==> config.mk <==
export PLATFORM = sky130hd
export DESIGN_NAME = acrb_top
export DESIGN_NICKNAME = d
export VERILOG_FILES = /design/src/acrb_pkg.sv /design/src/acrb_top.sv
export VERILOG_INCLUDE_DIRS = /design/src /design/src/src
export SDC_FILE = /design/constraint.sdc
export NUM_CORES = 1
export LEC_CHECK = 0
export BUFFER_PORTS_ARGS = -buffer_cell sky130_fd_sc_hd__buf_2
export CAP_MARGIN = 10
export CORE_MARGIN = 2
export CORE_UTILIZATION = 45
export DETAILED_ROUTE_END_ITERATION = 6
export PLACE_DENSITY = 0.73
export RECOVER_POWER = 25
export SLEW_MARGIN = 5
export SYNTH_ARGS = -nofsm -noshare
export SYNTH_HDL_FRONTEND = slang
export SYNTH_SLANG_ARGS = --single-unit
==> constraint.sdc <==
create_clock -name core_clk -period 2.4 [get_ports core_clk]
set_clock_uncertainty 0.1 [all_clocks]
set_input_delay 0.12 -clock core_clk [delete_from_list [all_inputs] [get_ports core_clk]]
set_output_delay 0.12 -clock core_clk [all_outputs]
set_load 0.02 [all_outputs]
==> src/acrb_map.svh <==
/*
 * Register offsets, field positions, reset values and counts of the amplifier
 * control register bank. Assumes inclusion by acrb_pkg and acrb_top only.
 */
`ifndef ACRB_MAP_SVH
`define ACRB_MAP_SVH

// register offsets
`define ACRB_OFS_POWER 8'h00
`define ACRB_OFS_GAIN_EDGE 8'h01
`define ACRB_OFS_CONVERTER 8'h02
`define ACRB_OFS_VOLUME 8'h03
`define ACRB_OFS_SERIAL_A 8'h04
`define ACRB_OFS_SERIAL_B 8'h05
`define ACRB_OFS_SUPPLY_READ 8'h06
`define ACRB_OFS_LIMITER_A 8'h07
`define ACRB_OFS_LIMITER_B 8'h08
`define ACRB_OFS_LIMITER_C 8'h09
`define ACRB_OFS_FAULT_STAT 8'h0a
`define ACRB_OFS_FAULT_REC 8'h0b
`define ACRB_REG_COUNT 12

// reset values
`define ACRB_RST_POWER 8'h81
`define ACRB_RST_GAIN_EDGE 8'h01
`define ACRB_RST_CONVERTER 8'h32
`define ACRB_RST_VOLUME 8'h40
`define ACRB_RST_SERIAL_A 8'h11
`define ACRB_RST_SERIAL_B 8'h00
`define ACRB_RST_LIMITER_A 8'ha4
`define ACRB_RST_LIMITER_B 8'h00
`define ACRB_RST_LIMITER_C 8'h22
`define ACRB_RST_FAULT_REC 8'h18

// field positions
`define ACRB_BIT_AUTO_SLEEP 7
`define ACRB_BIT_SENSE_OFF 6
`define ACRB_BIT_SOFT_RESET 1
`define ACRB_BIT_MASTER_PD 0
`define ACRB_BIT_SLOW_EDGE 4

// zero samples before auto sleep, and counter width
`define ACRB_ZERO_RUN 2048
`define ACRB_ZERO_CNT_W 12
`define ACRB_SAMPLE_W 24

`endif

==> src/acrb_pkg.sv <==
/*
 * Types of the amplifier control register bank.
 * Assumes acrb_map.svh is on the include path.
 */
`include "acrb_map.svh"

package acrb_pkg;

    // one audio input sample
    typedef struct packed {
        logic valid;
        logic [`ACRB_SAMPLE_W-1:0] data;
    } acrb_sample_t;

    // register contents handed to the other functional blocks
    typedef struct packed {
        logic [7:0] converter;
        logic [7:0] volume;
        logic [7:0] serialA;
        logic [7:0] serialB;
        logic [7:0] limiterA;
        logic [7:0] limiterB;
        logic [7:0] limiterC;
        logic [7:0] faultRec;
    } acrb_ctrl_t;

    // two-wire slave phases
    typedef enum logic [2:0] {
        ACRB_IDLE,
        ACRB_DEVADDR,
        ACRB_REGADDR,
        ACRB_WRITE,
        ACRB_READ
    } acrb_state_t;

endpackage : acrb_pkg

==> src/acrb_top.sv <==
/*
 * Control and status register bank of a mono digital-input amplifier,
 * reached over a two-wire control bus (open drain data line).
 * Assumes scl and the data line come from pins; samples, the supply reading
 * and the fault status come from logic on core_clk.
 */
// Notes on behaviour
// - 2048 consecutive zero samples enter low power
// - nonzero sample wakes and restarts count
// - power bit 7 enables auto sleep, resets 1
// - power bit 6 switches supply sense off
// - writing power bit 1 resets the registers, the sleep count and the blocks, not the bus slave
// - power bit 0 holds blocks low power
// - power register at 0x00, resets 0x81
// - gain bit 4 selects slow edge rate
// - gain bits 1:0 select full-scale range
// - gain register at 0x01, resets 0x01
`include "acrb_map.svh"

module acrb_top #(
    parameter logic [6:0] DEV_ADDR = 7'h2a // arbitrary bus address
) (
    input wire logic core_clk,
    input wire logic nrst,
    input wire logic clkEn,
    input wire logic sclIn,
    input wire logic sdaIn,
    output logic sdaOut,
    output logic sdaOe,
    input wire acrb_pkg::acrb_sample_t sampleIn,
    input wire logic [7:0] supplyReading,
    input wire logic [7:0] faultStatus,
    output logic lowPower,
    output logic autoSleep,
    output logic blockReset,
    output logic supplySenseOff,
    output logic slowEdge,
    output logic [1:0] outputGainRange,
    output acrb_pkg::acrb_ctrl_t ctrlBank
);

    logic [7:0] ctrlRegs_q [0:`ACRB_REG_COUNT-1];
    logic [1:0] sclSync_q, sdaSync_q;
    logic sclLast_q, sdaLast_q;
    acrb_pkg::acrb_state_t state_q;
    logic ackPhase_q;
    logic [3:0] bitCnt_q;
    logic [7:0] shift_q, rdShift_q, ptr_q;
    logic wrEn_q;
    logic [7:0] wrAddr_q, wrData_q;
    logic sdaOe_q;
    logic [`ACRB_ZERO_CNT_W-1:0] zeroCnt_q;
    logic autoSleep_q, lowPower_q, blockReset_q;
    logic sclRise, sclFall, startSeen, stopSeen, sdaNow;
    logic softReset;
    logic [7:0] rdByte;

    // reset value of each storage slot
    function automatic logic [7:0] defaultOf(input int idx);
        case (idx)
            0: defaultOf = `ACRB_RST_POWER;
            1: defaultOf = `ACRB_RST_GAIN_EDGE;
            2: defaultOf = `ACRB_RST_CONVERTER;
            3: defaultOf = `ACRB_RST_VOLUME;
            4: defaultOf = `ACRB_RST_SERIAL_A;
            5: defaultOf = `ACRB_RST_SERIAL_B;
            7: defaultOf = `ACRB_RST_LIMITER_A;
            8: defaultOf = `ACRB_RST_LIMITER_B;
            9: defaultOf = `ACRB_RST_LIMITER_C;
            11: defaultOf = `ACRB_RST_FAULT_REC;
            default: defaultOf = 8'h00;
        endcase
    endfunction : defaultOf

    // two flip-flop synchronisers on the bus pins, plus a delayed copy
    always_ff @(posedge core_clk or negedge nrst) begin
        if (!nrst) begin
            sclSync_q <= 2'h3;
            sdaSync_q <= 2'h3;
            sclLast_q <= 1'b1;
            sdaLast_q <= 1'b1;
        end else if (clkEn) begin
            sclSync_q <= {sclSync_q[0], sclIn};
            sdaSync_q <= {sdaSync_q[0], sdaIn};
            sclLast_q <= sclSync_q[1];
            sdaLast_q <= sdaSync_q[1];
        end
    end

    // bus events seen on the synchronised lines
    assign sdaNow = sdaSync_q[1];
    assign sclRise = sclSync_q[1] && !sclLast_q;
    assign sclFall = !sclSync_q[1] && sclLast_q;
    assign startSeen = sclSync_q[1] && sclLast_q && !sdaNow && sdaLast_q;
    assign stopSeen = sclSync_q[1] && sclLast_q && sdaNow && !sdaLast_q;

    // read data: soft reset bit and unmapped offsets read as zero
    always_comb begin
        rdByte = 8'h00;
        if (ptr_q == `ACRB_OFS_SUPPLY_READ) begin
            rdByte = supplyReading;
        end else if (ptr_q == `ACRB_OFS_FAULT_STAT) begin
            rdByte = faultStatus;
        end else if (ptr_q < 8'(`ACRB_REG_COUNT)) begin
            rdByte = ctrlRegs_q[ptr_q[3:0]];
        end
    end

    // two-wire slave: address, register pointer, write bytes or read bytes
    always_ff @(posedge core_clk or negedge nrst) begin
        if (!nrst) begin
            state_q <= acrb_pkg::ACRB_IDLE;
            ackPhase_q <= 1'b0;
            bitCnt_q <= 4'h0;
            shift_q <= 8'h00;
            rdShift_q <= 8'h00;
            ptr_q <= 8'h00;
            wrEn_q <= 1'b0;
            wrAddr_q <= 8'h00;
            wrData_q <= 8'h00;
            sdaOe_q <= 1'b0;
        end else if (clkEn) begin
            wrEn_q <= 1'b0;
            if (startSeen) begin
                state_q <= acrb_pkg::ACRB_DEVADDR;
                ackPhase_q <= 1'b0;
                bitCnt_q <= 4'h0;
                sdaOe_q <= 1'b0;
            end else if (stopSeen) begin
                state_q <= acrb_pkg::ACRB_IDLE;
                ackPhase_q <= 1'b0;
                sdaOe_q <= 1'b0;
            end else if (sclRise) begin
                if (state_q == acrb_pkg::ACRB_READ) begin
                    if (ackPhase_q && sdaNow && !sdaOe_q) begin
                        state_q <= acrb_pkg::ACRB_IDLE; // host ends the read
                        ackPhase_q <= 1'b0;
                    end
                end else if (state_q != acrb_pkg::ACRB_IDLE && !ackPhase_q) begin
                    shift_q <= {shift_q[6:0], sdaNow};
                    bitCnt_q <= bitCnt_q + 4'h1;
                end
            end else if (sclFall) begin
                if (state_q == acrb_pkg::ACRB_READ) begin
                    if (ackPhase_q) begin
                        ackPhase_q <= 1'b0;
                        sdaOe_q <= !rdByte[7];
                        rdShift_q <= {rdByte[6:0], 1'b0};
                        bitCnt_q <= 4'h1;
                    end else if (bitCnt_q == 4'h8) begin
                        ackPhase_q <= 1'b1; // host drives its acknowledge
                        sdaOe_q <= 1'b0;
                        ptr_q <= ptr_q + 8'h01;
                    end else begin
                        sdaOe_q <= !rdShift_q[7];
                        rdShift_q <= {rdShift_q[6:0], 1'b0};
                        bitCnt_q <= bitCnt_q + 4'h1;
                    end
                end else if (ackPhase_q) begin
                    ackPhase_q <= 1'b0;
                    sdaOe_q <= 1'b0;
                    bitCnt_q <= 4'h0;
                end else if (bitCnt_q == 4'h8) begin
                    unique case (state_q)
                        acrb_pkg::ACRB_DEVADDR: begin
                            if (shift_q[7:1] == DEV_ADDR) begin
                                ackPhase_q <= 1'b1;
                                sdaOe_q <= 1'b1;
                                state_q <= shift_q[0] ? acrb_pkg::ACRB_READ
                                                      : acrb_pkg::ACRB_REGADDR;
                            end else begin
                                state_q <= acrb_pkg::ACRB_IDLE;
                            end
                        end
                        acrb_pkg::ACRB_REGADDR: begin
                            ptr_q <= shift_q;
                            ackPhase_q <= 1'b1;
                            sdaOe_q <= 1'b1;
                            state_q <= acrb_pkg::ACRB_WRITE;
                        end
                        acrb_pkg::ACRB_WRITE: begin
                            wrEn_q <= 1'b1;
                            wrAddr_q <= ptr_q;
                            wrData_q <= shift_q;
                            ptr_q <= ptr_q + 8'h01;
                            ackPhase_q <= 1'b1;
                            sdaOe_q <= 1'b1;
                        end
                        acrb_pkg::ACRB_IDLE, acrb_pkg::ACRB_READ: begin
                            state_q <= state_q;
                        end
                    endcase
                end
            end
        end
    end

    assign softReset = wrEn_q && wrAddr_q == `ACRB_OFS_POWER
                       && wrData_q[`ACRB_BIT_SOFT_RESET];

    // register storage; read-only and unmapped offsets ignore writes
    always_ff @(posedge core_clk or negedge nrst) begin
        if (!nrst) begin
            for (int i = 0; i < `ACRB_REG_COUNT; i++) begin
                ctrlRegs_q[i] <= defaultOf(i);
            end
        end else if (clkEn) begin
            if (softReset) begin
                for (int i = 0; i < `ACRB_REG_COUNT; i++) begin
                    ctrlRegs_q[i] <= defaultOf(i);
                end
            end else if (wrEn_q && wrAddr_q < 8'(`ACRB_REG_COUNT)
                         && wrAddr_q != `ACRB_OFS_SUPPLY_READ
                         && wrAddr_q != `ACRB_OFS_FAULT_STAT) begin
                ctrlRegs_q[wrAddr_q[3:0]] <= wrData_q;
                if (wrAddr_q == `ACRB_OFS_POWER) begin
                    ctrlRegs_q[0][`ACRB_BIT_SOFT_RESET] <= 1'b0;
                end
            end
        end
    end

    // one-cycle reset pulse to the functional blocks
    always_ff @(posedge core_clk or negedge nrst) begin
        if (!nrst) begin
            blockReset_q <= 1'b0;
        end else if (clkEn) begin
            blockReset_q <= softReset;
        end
    end

    // zero-sample run counter and auto sleep state
    always_ff @(posedge core_clk or negedge nrst) begin
        if (!nrst) begin
            zeroCnt_q <= '0;
            autoSleep_q <= 1'b0;
        end else if (clkEn) begin
            if (softReset || !ctrlRegs_q[0][`ACRB_BIT_AUTO_SLEEP]) begin
                zeroCnt_q <= '0;
                autoSleep_q <= 1'b0;
            end else if (sampleIn.valid) begin
                if (sampleIn.data != '0) begin
                    zeroCnt_q <= '0;
                    autoSleep_q <= 1'b0;
                end else if (zeroCnt_q == `ACRB_ZERO_CNT_W'(`ACRB_ZERO_RUN - 1)) begin
                    autoSleep_q <= 1'b1;
                end else begin
                    zeroCnt_q <= zeroCnt_q + `ACRB_ZERO_CNT_W'(1);
                end
            end
        end
    end

    // low power request to every block but the control interface
    always_ff @(posedge core_clk or negedge nrst) begin
        if (!nrst) begin
            lowPower_q <= 1'b1;
        end else if (clkEn) begin
            lowPower_q <= ctrlRegs_q[0][`ACRB_BIT_MASTER_PD] || autoSleep_q;
        end
    end

    // outputs
    assign sdaOut = 1'b0;
    assign sdaOe = sdaOe_q;
    assign lowPower = lowPower_q;
    assign autoSleep = autoSleep_q;
    assign blockReset = blockReset_q;
    assign supplySenseOff = ctrlRegs_q[0][`ACRB_BIT_SENSE_OFF];
    assign slowEdge = ctrlRegs_q[1][`ACRB_BIT_SLOW_EDGE];
    assign outputGainRange = ctrlRegs_q[1][1:0];
    assign ctrlBank = '{converter: ctrlRegs_q[2], volume: ctrlRegs_q[3],
                        serialA: ctrlRegs_q[4], serialB: ctrlRegs_q[5],
                        limiterA: ctrlRegs_q[7], limiterB: ctrlRegs_q[8],
                        limiterC: ctrlRegs_q[9], faultRec: ctrlRegs_q[11]};
endmodule : acrb_top

==> out/metrics.yaml <==
synthDominantCellAreaShare_pct: 39.96
die_width_um: 145.1
fmax_ghz: 0.4251
irDropWorstVdd_mv: 0.4160
critPathLaunch: "wrAddr_q[5]"
post-place-cells: 1211
path_max_fanout: 7
clock_latency_ns: 0.43
antenna_left: 0
clock-sinks: 166
crit_chain: "or4b_4 -> or4_4 -> nor4b_4 -> nor2_1 -> mux2_1"
grt_usage_pct: 22.82
root_buffer: "clkbuf_16"
final_cells: 1256
cts_tree: "done"
crit_path_start_kind: "register"
synthArstFlopShare_pct: 100.0
synth_fp_nets: 945
fill_cells: 1674
wl_per_cell_um: 19.29
critical_path.top_delay_family: "simple AND/OR/NAND/NOR gates"
slew_viol_final: 31
final_common_cell: "dfrtp_1"
drc_errors: 0
vias: 7318
worstHoldPathType: "in2reg"
core-area_um2: 19530
tightest_slew_ns: 1.971
grt_pass1_vias: 6894
synth_cells: 891
min_period_ns: 2.353
violations: "max-capacitance violations, max-slew violations"
syn_to_final_growth_pct: 17.56
critPathKind: "reg2reg"
drt_wl_total_um: 24230
synth_edf_count: 0
place_congestion: 0.8729
drive_gt1_share_pct: 31.38
path_clk_slew_ns: 0.06
p_leak_nw: 4.755
cp.arrival_ns: 2.61
setup-tns-final_ns: 0
grt_first_pass_wirelength_um: 38110
antenna_cells: 0
slew_headroom_pct: -31.39
synthTopCellsByArea: "dfrtp_1 (40%), dfstp_2 (6.7%), mux4_2 (6.0%)"
yosysTopAreaCell: "dfrtp_1"
critical_path.n_buffers_inverters: 0
status: "finished with violations"
fin_nets: 1033
p_per_area_nw_per_um2: 728.5
ys.warnings.count: 0
syn_area_um2: 8956
die-area_um2: 21050
io_pins: 119
layout_common_cells: "dfrtp_1 (142), nand2_1 (136), buf_2 (117), o21ai_0 (60), buf_4 (54)"
io_buffers: 117
vias_per_cell: 5.826
drtIter0Drc: 725
seq_area_frac_synth_pct: 46.70
initial_core_util_pct: 45.87
r2r_start: "wrAddr_q[5]"
cp.required_ns: 2.66
rows: 51
min_from: "clkEn"
finalSetupViolCount: 0
first_pass_iters: 5
avgSynthCellArea_um2: 10.05
dp_hpwl_um: 16860
synth_cell_types: 68
fp.dieH_um: 145.1
clock_path_buffers: 2
ys_ff_latch: 166
rsz0062_at_grt: "true"
grt_max_degree: 70
final_hold_viol_count: 0
period_share_pct: 98.02
max_stage_delay_ns: 0.58
drv_cap: 1
cp_slowest_cell: "or4b_4"
synthFlopType: "dfrtp_1"
htreeDepth: 4
endpoint_kind: "register"
grt_overflow: 0
antenna_found_initial: 0
numCtsBuffers: 17
==> stage by stage <==
step / utilization (%) / instance area [um^2] / hold slack [ns] / power [mW] / setup WS (ns)
floorplan: - / 9009 / -0.2756 / 4.208 / -0.02525
global placement: 49.58 / 9681 / -0.07183 / 4.760 / -0.0007936
detailed placement: 49.58 / 9681 / -0.06974 / 4.791 / -0.02674
CTS: 53.40 / 10430 / 0.03491 / 7.682 / 0.004592
global route: 53.92 / 10530 / 0.07918 / 7.992 / -0.008530
finish: 53.92 / 10530 / 0.05893 / 7.671 / 0.04744
==> where the power goes <==
group / leakage (nW) / total, mW / switching (mW) / internal, mW
clock: 0.291 / 2.88 / 1.14 / 1.75
combinational: 2.25 / 1.55 / 0.863 / 0.687
sequential: 2.21 / 3.24 / 0.241 / 3.00
total: 4.76 / 7.67 / 2.24 / 5.43
==> registers in the layout (all words and copies together), names as in the netlist, 2 cells and up <==
register and flops:
bitCnt_q 4, ctrlBank 64, ctrlRegs_q 28, outputGainRange 2, ptr_q 8, rdShift_q 7, sclSync_q 2, sdaSync_q 2
shift_q 8, state_q 3, wrAddr_q 8, wrData_q 8, zeroCnt_q 12
==> layer usage <==
layer / vias to the layer above / track usage (%) / share of wire, %
li1: 3303 / - / -
met1: 3615 / 32.42 / 43
met2: 359 / 34.95 / 46
met3: 41 / 4.654 / 8.4
met4: 0 / 8.088 / 2.3
met5: - / 0 / 0
==> repair_timing <==
| item | CTS | global route |
|---|---|---|
| hold buffers | 9 | 0 |
| endpoints found under the setup margin | 26 | 61 |
| cloned | 0 | 2 |
| pin swaps | 1 | 5 |
| endpoints found under the hold margin | 155 | 0 |
| buffers inserted | 1 | 2 |
| resized for setup | 6 | 25 |
==> cells by family (layout without fill, tap and decap cells) <==
family	after synthesis	count (layout)	share of synthesized area, %
compound gates	189	189	14.39
xor+xnor	4	4	0.3912
fa+ha+maj	8	8	1.118
buf+inv	148	248	9.178
flops	166	166	46.70
mux	61	61	10.53
other cells	1	1	0.04187
simple gates	314	314	17.64
==> synthesized netlist by cell type, types with 23 or more instances <==
cell type,n
nand2_1,137
nand3_1,25
buf_4,68
clkbuf_1,45
o21ai_0,64
dfrtp_1,143
mux4_2,24
nor2_1,40
dfstp_2,23
a22o_1,28
inv_1,23
mux2_2,25
==> final timing paths <==
path                            slack, ns  depth (start not counted)        endpoint
worst max-delay path                 0.05                          5    ctrlBank[57]
worst min-delay path                 0.06                          3        lowPower
worst max register to register       0.05                          5    ctrlBank[57]
worst min register to register       0.38                          2  ctrlRegs_q[90]
max in group asynchronous            0.31                          3    ctrlBank[13]
min in group asynchronous            0.67                          2    ctrlBank[53]
==> worst reg2reg max path, cell delays in order (launching register included) <==
cell	delay, ns
dfrtp_1	0.38
or4b_4	0.58
or4_4	0.52
nor4b_4	0.29
nor2_1	0.09
mux2_1	0.31
==> area by class of cell <==
cell class | count | area (um^2) | share of cell area [%]
tap | 265 | 331.6 | 3.149
multi-input combinational | 577 | 4030 | 38.28
clock inverter | 11 | 175.2 | 1.664
sequential | 166 | 4184 | 39.74
timing repair buffer | 193 | 1281 | 12.17
inverter | 24 | 90.09 | 0.8556
clock buffer | 20 | 436.7 | 4.147
Power figures use the tool's default switching activity.
